File: src/rtl/usb_node_cfg_pkg.sv
// package: offsets, field layout, reset values and carriers of the usb node config bank
package usb_node_cfg_pkg;

  // register offsets, kept as printed (config index space, not byte addresses)
  localparam logic [7:0] ADDR_IDENT      = 8'h00; // identification_word
  localparam logic [7:0] ADDR_NODE_SETUP = 8'h04; // node_setup
  localparam logic [7:0] ADDR_NODE_NUM   = 8'h05; // node_number
  localparam logic [7:0] ADDR_CLK_MHZ    = 8'h51; // clock_rate_mhz
  localparam logic [7:0] ADDR_LINK_CS    = 8'h80; // link_control_status

  // identification word field positions
  localparam int IDENT_CHIP_LSB = 24;             // chip_code_field 31:24
  localparam int IDENT_REV_LSB  = 8;              // revision 15:8
  localparam int IDENT_VER_LSB  = 0;              // version 7:0

  // node_setup fields
  localparam int SETUP_LOCK_BIT = 31;             // update lock
  localparam int SETUP_HDR_BIT  = 0;              // header_size_select

  // node_number and clock_rate_mhz widths
  localparam int NODE_NUM_W = 16;                 // node_number_field 15:0
  localparam int CLK_MHZ_W  = 7;                  // clock field 6:0

  // clock rate limits and reset value
  localparam logic [6:0] CLK_MHZ_RESET = 7'h19;   // 25 mhz
  localparam logic [6:0] CLK_MHZ_MIN   = 7'h05;   // lowest legal value
  localparam logic [6:0] CLK_MHZ_MAX   = 7'h64;   // highest legal value (100)

  // link_control_status fields
  localparam int LINK_RX_ERR_BIT  = 27;           // receive error flag
  localparam int LINK_RX_CRED_BIT = 26;           // credit granted to remote end
  localparam int LINK_TX_CRED_BIT = 25;           // credit held for transmit
  localparam int LINK_GREET_BIT   = 24;           // greeting_issue strobe
  localparam int LINK_RXRST_BIT   = 23;           // receiver reset strobe
  localparam int LINK_INTRA_LSB   = 11;           // intra-token gap 21:11
  localparam int LINK_INTER_LSB   = 0;            // inter-token gap 10:0
  localparam int GAP_W            = 11;           // gap field width
  localparam logic [10:0] GAP_RESET = 11'h001;    // both gap fields reset to 1

  // config access request from the tile side
  typedef struct packed {
    logic        valid;                           // one-cycle request strobe
    logic        write;                           // 1 write, 0 read
    logic [7:0]  addr;                            // register offset
    logic [31:0] wdata;                           // write data
  } cfg_req_t;

  // config access answer
  typedef struct packed {
    logic        ack;                             // request accepted
    logic        nack;                            // request refused
    logic [31:0] rdata;                           // read data, zero on writes
  } cfg_rsp_t;

  // link status arriving from the link logic
  typedef struct packed {
    logic rx_error;                               // overflow or bad token pulse
    logic rx_credit;                              // credit granted level
    logic tx_credit;                              // credit held level
  } link_stat_t;

  // link control leaving for the link logic
  typedef struct packed {
    logic             greeting_issue;             // drop credit, send greeting_token
    logic             rx_reset;                   // restart token framing
    logic [GAP_W-1:0] intra_gap;                  // idle clocks between symbols, minus one
    logic [GAP_W-1:0] inter_gap;                  // idle clocks between tokens, minus one
  } link_ctl_t;

endpackage : usb_node_cfg_pkg

File: src/rtl/usb_node_config_regs.sv
// usb node configuration register bank with link control and status
`timescale 1ns/100ps
module usb_node_config_regs
  import usb_node_cfg_pkg::*;
#(
  parameter logic [7:0] CHIP_CODE = 8'h3c,        // arbitrary value
  parameter logic [7:0] REVISION  = 8'h11,        // arbitrary value
  parameter logic [7:0] VERSION   = 8'h07         // arbitrary value
) (
  input  wire logic       clk_in,                 // 20 mhz system clock
  input  wire logic       rst_in,                 // async reset, active high
  input  wire cfg_req_t   cfg_req_in,             // config read/write request
  output cfg_rsp_t        cfg_rsp_out,            // config answer, one cycle later
  input  wire link_stat_t link_stat_in,           // status from link logic
  output link_ctl_t       link_ctl_out,           // control to link logic
  output logic            header_size_select_out, // 1 selects one-byte headers
  output logic            update_lock_out,        // configuration frozen
  output logic [15:0]     node_number_out,        // node_number_field
  output logic [6:0]      clock_rate_mhz_out      // system clock in mhz
);

  // request and answer protocol:
  // a request is taken on the edge where valid is high
  // exactly one of ack or nack answers it on the next edge
  // ack, nack and read data stand for that one cycle only
  // requests may follow each other on every clock

  // whole state of the bank
  typedef struct packed {
    logic             lock;                       // update lock
    logic             hdr;                        // header_size_select
    logic [NODE_NUM_W-1:0] node_num;              // node_number_field
    logic [CLK_MHZ_W-1:0]  clk_mhz;               // clock_rate_mhz
    logic             rx_err;                     // sticky receive error
    logic [GAP_W-1:0] intra;                      // intra-token gap field
    logic [GAP_W-1:0] inter;                      // inter-token gap field
    logic             greet;                      // greeting strobe
    logic             rxrst;                      // receiver reset strobe
    logic             ack;                        // answer: accepted
    logic             nack;                       // answer: refused
    logic [31:0]      rdata;                      // answer: read data
  } state_t;

  state_t s_q;                                    // registered state
  state_t s_d;                                    // next state

  // the range check guards the stored clock value, so a refused
  // write can never leave an unusable frequency behind
  // true when a clock value sits in the legal range
  function automatic logic clk_in_range(input logic [CLK_MHZ_W-1:0] v);
    clk_in_range = (v >= CLK_MHZ_MIN) && (v <= CLK_MHZ_MAX);
  endfunction : clk_in_range

  // unmapped offsets are nacked rather than silently read as zero
  // true for the five offsets the bank decodes
  function automatic logic addr_mapped(input logic [7:0] a);
    addr_mapped = (a == ADDR_IDENT) || (a == ADDR_NODE_SETUP) || (a == ADDR_NODE_NUM) ||
                  (a == ADDR_CLK_MHZ) || (a == ADDR_LINK_CS);
  endfunction : addr_mapped

  // credit flags are not stored here: they are read live from
  // the link logic on the edge that takes the read request
  // write-only strobe bits 24 and 23 always read back zero
  // read mux, reserved bits stay zero
  function automatic logic [31:0] read_word(input state_t s, input logic [7:0] a,
                                            input link_stat_t ls);
    logic [31:0] w;
    w = 32'h0000_0000;
    case (a)
      ADDR_IDENT: begin
        w[IDENT_CHIP_LSB +: 8] = CHIP_CODE;
        w[IDENT_REV_LSB  +: 8] = REVISION;
        w[IDENT_VER_LSB  +: 8] = VERSION;
      end
      ADDR_NODE_SETUP: begin
        w[SETUP_LOCK_BIT] = s.lock;
        w[SETUP_HDR_BIT]  = s.hdr;
      end
      ADDR_NODE_NUM: begin
        w[NODE_NUM_W-1:0] = s.node_num;
      end
      ADDR_CLK_MHZ: begin
        w[CLK_MHZ_W-1:0] = s.clk_mhz;
      end
      ADDR_LINK_CS: begin
        w[LINK_RX_ERR_BIT]  = s.rx_err;
        w[LINK_RX_CRED_BIT] = ls.rx_credit;
        w[LINK_TX_CRED_BIT] = ls.tx_credit;
        w[LINK_INTRA_LSB +: GAP_W] = s.intra;
        w[LINK_INTER_LSB +: GAP_W] = s.inter;
      end
      default: begin
        w = 32'h0000_0000;                        // not reached: unmapped offsets are nacked before the mux
      end
    endcase
    read_word = w;
  endfunction : read_word

  // hazard notes for the next-state logic:
  // refused writes must leave every field untouched, so the
  // field updates sit behind take_wr and nothing else
  // the lock can only be set here; only reset clears it
  // the strobes default low so that a write pulses them once
  // next-state logic: request decode, field updates, strobes and answer
  always_comb begin
    logic take_wr;                                // write that may change state
    take_wr = 1'b0;
    s_d       = s_q;
    s_d.greet = 1'b0;                             // strobes last one cycle
    s_d.rxrst = 1'b0;
    s_d.ack   = 1'b0;
    s_d.nack  = 1'b0;
    s_d.rdata = 32'h0000_0000;

    // answer every request one cycle later
    if (cfg_req_in.valid) begin
      if (!addr_mapped(cfg_req_in.addr)) begin
        s_d.nack = 1'b1;                          // unmapped offset refused
      end else if (!cfg_req_in.write) begin
        s_d.ack   = 1'b1;
        s_d.rdata = read_word(s_q, cfg_req_in.addr, link_stat_in);
      end else if (s_q.lock && (cfg_req_in.addr != ADDR_IDENT)) begin
        s_d.nack = 1'b1;
      end else if ((cfg_req_in.addr == ADDR_CLK_MHZ) &&
                   !clk_in_range(cfg_req_in.wdata[CLK_MHZ_W-1:0])) begin
        s_d.nack = 1'b1;
      end else begin
        s_d.ack = 1'b1;
        take_wr = 1'b1;
      end
    end

    // accepted writes update their register
    if (take_wr) begin
      case (cfg_req_in.addr)
        ADDR_NODE_SETUP: begin
          s_d.lock = cfg_req_in.wdata[SETUP_LOCK_BIT];
          s_d.hdr  = cfg_req_in.wdata[SETUP_HDR_BIT];
        end
        ADDR_NODE_NUM: begin
          s_d.node_num = cfg_req_in.wdata[NODE_NUM_W-1:0];
        end
        ADDR_CLK_MHZ: begin
          s_d.clk_mhz = cfg_req_in.wdata[CLK_MHZ_W-1:0];
        end
        ADDR_LINK_CS: begin
          s_d.greet = cfg_req_in.wdata[LINK_GREET_BIT];
          s_d.rxrst = cfg_req_in.wdata[LINK_RXRST_BIT];
          s_d.intra = cfg_req_in.wdata[LINK_INTRA_LSB +: GAP_W];
          s_d.inter = cfg_req_in.wdata[LINK_INTER_LSB +: GAP_W];
          if (cfg_req_in.wdata[LINK_RXRST_BIT]) begin
            s_d.rx_err = 1'b0;                    // receiver reset clears error
          end
        end
        default: begin
          s_d.lock = s_q.lock;                    // identification word: nothing to store
        end
      endcase
    end

    // the error flag is sticky; a receiver reset write clears it,
    // but a new error in the same cycle must not be lost
    // error event wins over a clear in the same cycle
    if (link_stat_in.rx_error) begin
      s_d.rx_err = 1'b1;
    end
  end

  // every field returns to its power-up value; the answer
  // registers reset low so no stray ack follows reset
  // state register
  always_ff @(posedge clk_in or posedge rst_in) begin
    if (rst_in) begin
      s_q.lock     <= 1'b0;
      s_q.hdr      <= 1'b0;
      s_q.node_num <= 16'h0000;
      s_q.clk_mhz  <= CLK_MHZ_RESET;
      s_q.rx_err   <= 1'b0;
      s_q.intra    <= GAP_RESET;
      s_q.inter    <= GAP_RESET;
      s_q.greet    <= 1'b0;
      s_q.rxrst    <= 1'b0;
      s_q.ack      <= 1'b0;
      s_q.nack     <= 1'b0;
      s_q.rdata    <= 32'h0000_0000;
    end else begin
      s_q <= s_d;
    end
  end

  // gap fields leave raw: the link logic adds the one clock
  // that turns a programmed value into the real idle count
  // outputs straight from the state flops
  always_comb begin
    cfg_rsp_out.ack             = s_q.ack;
    cfg_rsp_out.nack            = s_q.nack;
    cfg_rsp_out.rdata           = s_q.rdata;
    link_ctl_out.greeting_issue = s_q.greet;
    link_ctl_out.rx_reset       = s_q.rxrst;
    link_ctl_out.intra_gap      = s_q.intra;
    link_ctl_out.inter_gap      = s_q.inter;
    header_size_select_out      = s_q.hdr;
    update_lock_out             = s_q.lock;
    node_number_out             = s_q.node_num;
    clock_rate_mhz_out          = s_q.clk_mhz;
  end

endmodule : usb_node_config_regs

File: config.mk
export PLATFORM = sky130hd
export DESIGN_NAME = usb_node_config_regs
export DESIGN_NICKNAME = d
export VERILOG_FILES = /design/src/rtl/usb_node_cfg_pkg.sv /design/src/rtl/usb_node_config_regs.sv
export SDC_FILE = /design/constraint.sdc
export NUM_CORES = 1
export LEC_CHECK = 0
export BUFFER_PORTS_ARGS = -buffer_cell sky130_fd_sc_hd__buf_4
export CORE_ASPECT_RATIO = 1.1
export CORE_MARGIN = 2
export CORE_UTILIZATION = 50
export DETAILED_ROUTE_END_ITERATION = 8
export PLACE_DENSITY = 0.8
export SYNTH_ARGS = -nofsm -noshare
export SYNTH_HDL_FRONTEND = slang
export SYNTH_SLANG_ARGS = --single-unit
File: constraint.sdc
create_clock -name clk_in -period 3 [get_ports clk_in]
set_input_delay 0.6 -clock clk_in [delete_from_list [all_inputs] [get_ports clk_in]]
set_output_delay 0.6 -clock clk_in [all_outputs]
set_load 0.005 [all_outputs]
==> results.md <==
- Status: finished clean
- Worst-Margin Slew: 0.619 ns
- Setup crit start kind: input pin
- Clock Latency Late Sink: 0.34 ns
- Non-filler cells, final: 464
- Multi-input logic area: 1180 um^2
- Met2 usage: 32.8%
- CTS tree: yes
- Iter 0 DRT Violations: 107
- Power Internal: 1.74 mW
- Vias in the first global route: 2393
- Depth of the CTS H-tree: 3
- Final period utilization: 75.5%
- Top cells by area, synth: dfrtp_1, buf_4, mux2_2, dfstp_2, a22oi_1
- Cts bufs inserted: 9
- Clock power frac: 43.8%
- Clk_skew: 0.00662 ns
- Final hold vios: 0
- Die Y: 95.9 um
- Worst EP arrival: 2.49 ns
- Drt total wl: 8100 um
- Relative slew slack: 58.7%
- Worst EP required: 3.23 ns
- DIE WIDTH: 87.5 um
- Leading area contributor after synthesis: dfrtp_1
- Area Overhead vs Synth: 17.5%
- NetSw: 0.479 mW
- Post-synth top flop: dfrtp_1
- Seq/Total Area, Yosys: 51.7%
- Setup bufs post-CTS: 0
- First-pass GRT wire length: 12300 um
- Routability cong.: 0.852
- Commonest cells in the netlist: buf_4, dfrtp_1, mux2_2
- Fmax: 442 MHz
- Gr busiest metal: met2
- Wire per inst: 17.5 um
- CTS Sinks: 79
- Diode count: 0
- Max-cap viol count: 0
- Post-Syn Area: 3830 um^2
- Element type at the critical path end: flop
- Gr ovfl total: 0
- Row cnt: 33
- Register area: 1980 um^2
- Sequential share of power: 49.3%
- Post-synth EDFFs: 0
- Hold-fix buffers, CTS: 0
- Final setup viols: 0
- Pre-antenna DRT Iters: 4
- Clk root buf: clkbuf_8
- DRC: 0
- Setup_tns: 0 ns
- Peak supply drop: 0.264 mV
- Flops & latches, synth: 79
- Power density cells: 493 nW/um^2
- I/O pin total: 130
- Final Slew Violations: 0
- Final Net Count: 419
- Placed insts: 448
- Initial Util: 51.6%
- Async S/R FF share, synth: 100%
- Met3 GRT Util: 3.34%
- PostCTS Resize Cnt: 0
- Post-synth top area share: 48.3%
- Fillers: 594
- IO Port Bufs: 118
- Vias/cell: 5.23
- Crit-path max FO: 7
- Fraction of layout cells with a size suffix above 1: 52.8%
- Met1 Track Usage GR: 24.6%
- Warnings, synthesis: 0
- Hold WC Path Type: input pin to asynchronous set/reset pin
- Worst-path clk slew: 0.08 ns
- Clk buf depth: 2
- Total GRT Usage: 19.5%
- Pleak: 2.39 nW
- Vias post-DR: 2429
- Most frequent cell after synthesis: buf_4
- Synth unique cells: 31
- Initial antenna violation count: 0
- Final Critical Period: 2.26 ns
- Detail Route Antenna Nets: 0
- Avg Cell Area, Syn: 11.8 um^2
- Switching Share: 21.5%
- Die Area: 8390 um^2
- DP HPWL: 5820 um
- Largest net degree at the start of global routing: 47
- CP Class: input pin to flop
- Area of the core: 7430 um^2
- Combinational share of power: 6.9%
- Post-Synthesis Cells: 324
- RSZ-0062 raised after global routing: no
[area by class of cell]
| cell class | count | share of cell area [%] |
|---|---|---|
| Timing Repair Buffer | 127 | 21.4 |
| Sequential cell | 79 | 44.0 |
| Multi-Input combinational cell | 151 | 26.2 |
| Inverter | 4 | 0.361 |
| Clock buffer | 10 | 3.05 |
| Tap cell | 87 | 2.42 |
| Clock inverter | 6 | 2.55 |
[worst paths after layout]
kind	end	slack [ns]	startpoint	cells past startpoint
min in group clk_in	update_lock_out	0.46	cfg_req_in[31]	2
max in group asynchronous	clock_rate_mhz_out[4]	1.97	rst_in	3
setup / recovery	clock_rate_mhz_out[6]	0.74	cfg_req_in[34]	6
hold / removal	cfg_rsp_out[17]	0.31	rst_in	2
setup reg to reg	clock_rate_mhz_out[6]	1.12	update_lock_out	5
hold reg to reg	update_lock_out	0.50	update_lock_out	1
[routing by layer]
layer	up-vias	wire length [um]
met4	0	105
li1	1118	-
met5	-	0
met2	80	4330
met1	1222	3230
met3	9	437
[layout by cell type (no fill, tap or decap), types with 4 or more instances in the layout]
| cell type | n |
|---|---|
| dfstp_2 | 5 |
| dfrtp_1 | 74 |
| buf_4 | 126 |
| nor3_1 | 4 |
| nor2_1 | 21 |
| conb_1 | 4 |
| clkbuf_8 | 10 |
| mux2_2 | 39 |
| and3_1 | 10 |
| mux2_4 | 7 |
| a21oi_1 | 6 |
| nand2b_1 | 4 |
| nand2_1 | 9 |
| a22oi_1 | 16 |
| a22o_1 | 7 |
[sequential cells by signal, summed over array words and instances (netlist names)]
name / flops
clock_rate_mhz_out: 7
header_size_select_out: 1
s_q: 1
node_number_out: 16
link_ctl_out: 24
update_lock_out: 1
cfg_rsp_out: 29
[power by group through the flow]
stage	combinational (mW)	clock, mW	sequential, mW
2_1_floorplan	0.0830	0	1.11
3_3_place_gp	0.150	0	1.12
3_5_place_dp	0.154	0	1.12
4_1_cts	0.155	0.994	1.10
5_1_grt	0.168	1.04	1.10
6_report	0.153	0.973	1.10
[metrics by stage]
| step | hold WS (ns) | worst slack [ns] | util, % | instance area, um^2 | total power [mW] |
|---|---|---|---|---|---|
| final | 0.305 | 0.736 | 60.6 | 4510 | 2.22 |
| after global routing | 0.334 | 0.673 | 60.6 | 4510 | 2.31 |
| after CTS | 0.308 | 0.746 | 60.6 | 4510 | 2.25 |
| after detailed placement | 0.483 | 0.392 | 57.2 | 4250 | 1.27 |
| after global placement | 0.470 | 0.431 | 57.2 | 4250 | 1.27 |
| after floorplan | 0.472 | 0.385 | - | 3850 | 1.20 |
[worst max-delay path, stage by stage]
cell      delay (ns)
buf_4           0.14
nor4_1          0.38
a21oi_1         0.14
nand3b_4        0.22
or3_1           0.61
mux2_4          0.38
[logic make-up (layout without fill, tap and decap cells)]
group / Yosys count / after routing / share of synthesized area, %
buffers and inverters: 97 / 147 / 17.9
and+or+nand+nor: 63 / 63 / 8.97
muxes: 46 / 46 / 14.2
other: 1 / 4 / 0.0978
DFF: 79 / 79 / 51.7
AOI/OAI and AO/OA: 38 / 38 / 7.08
(Power assumes the default switching activity.)
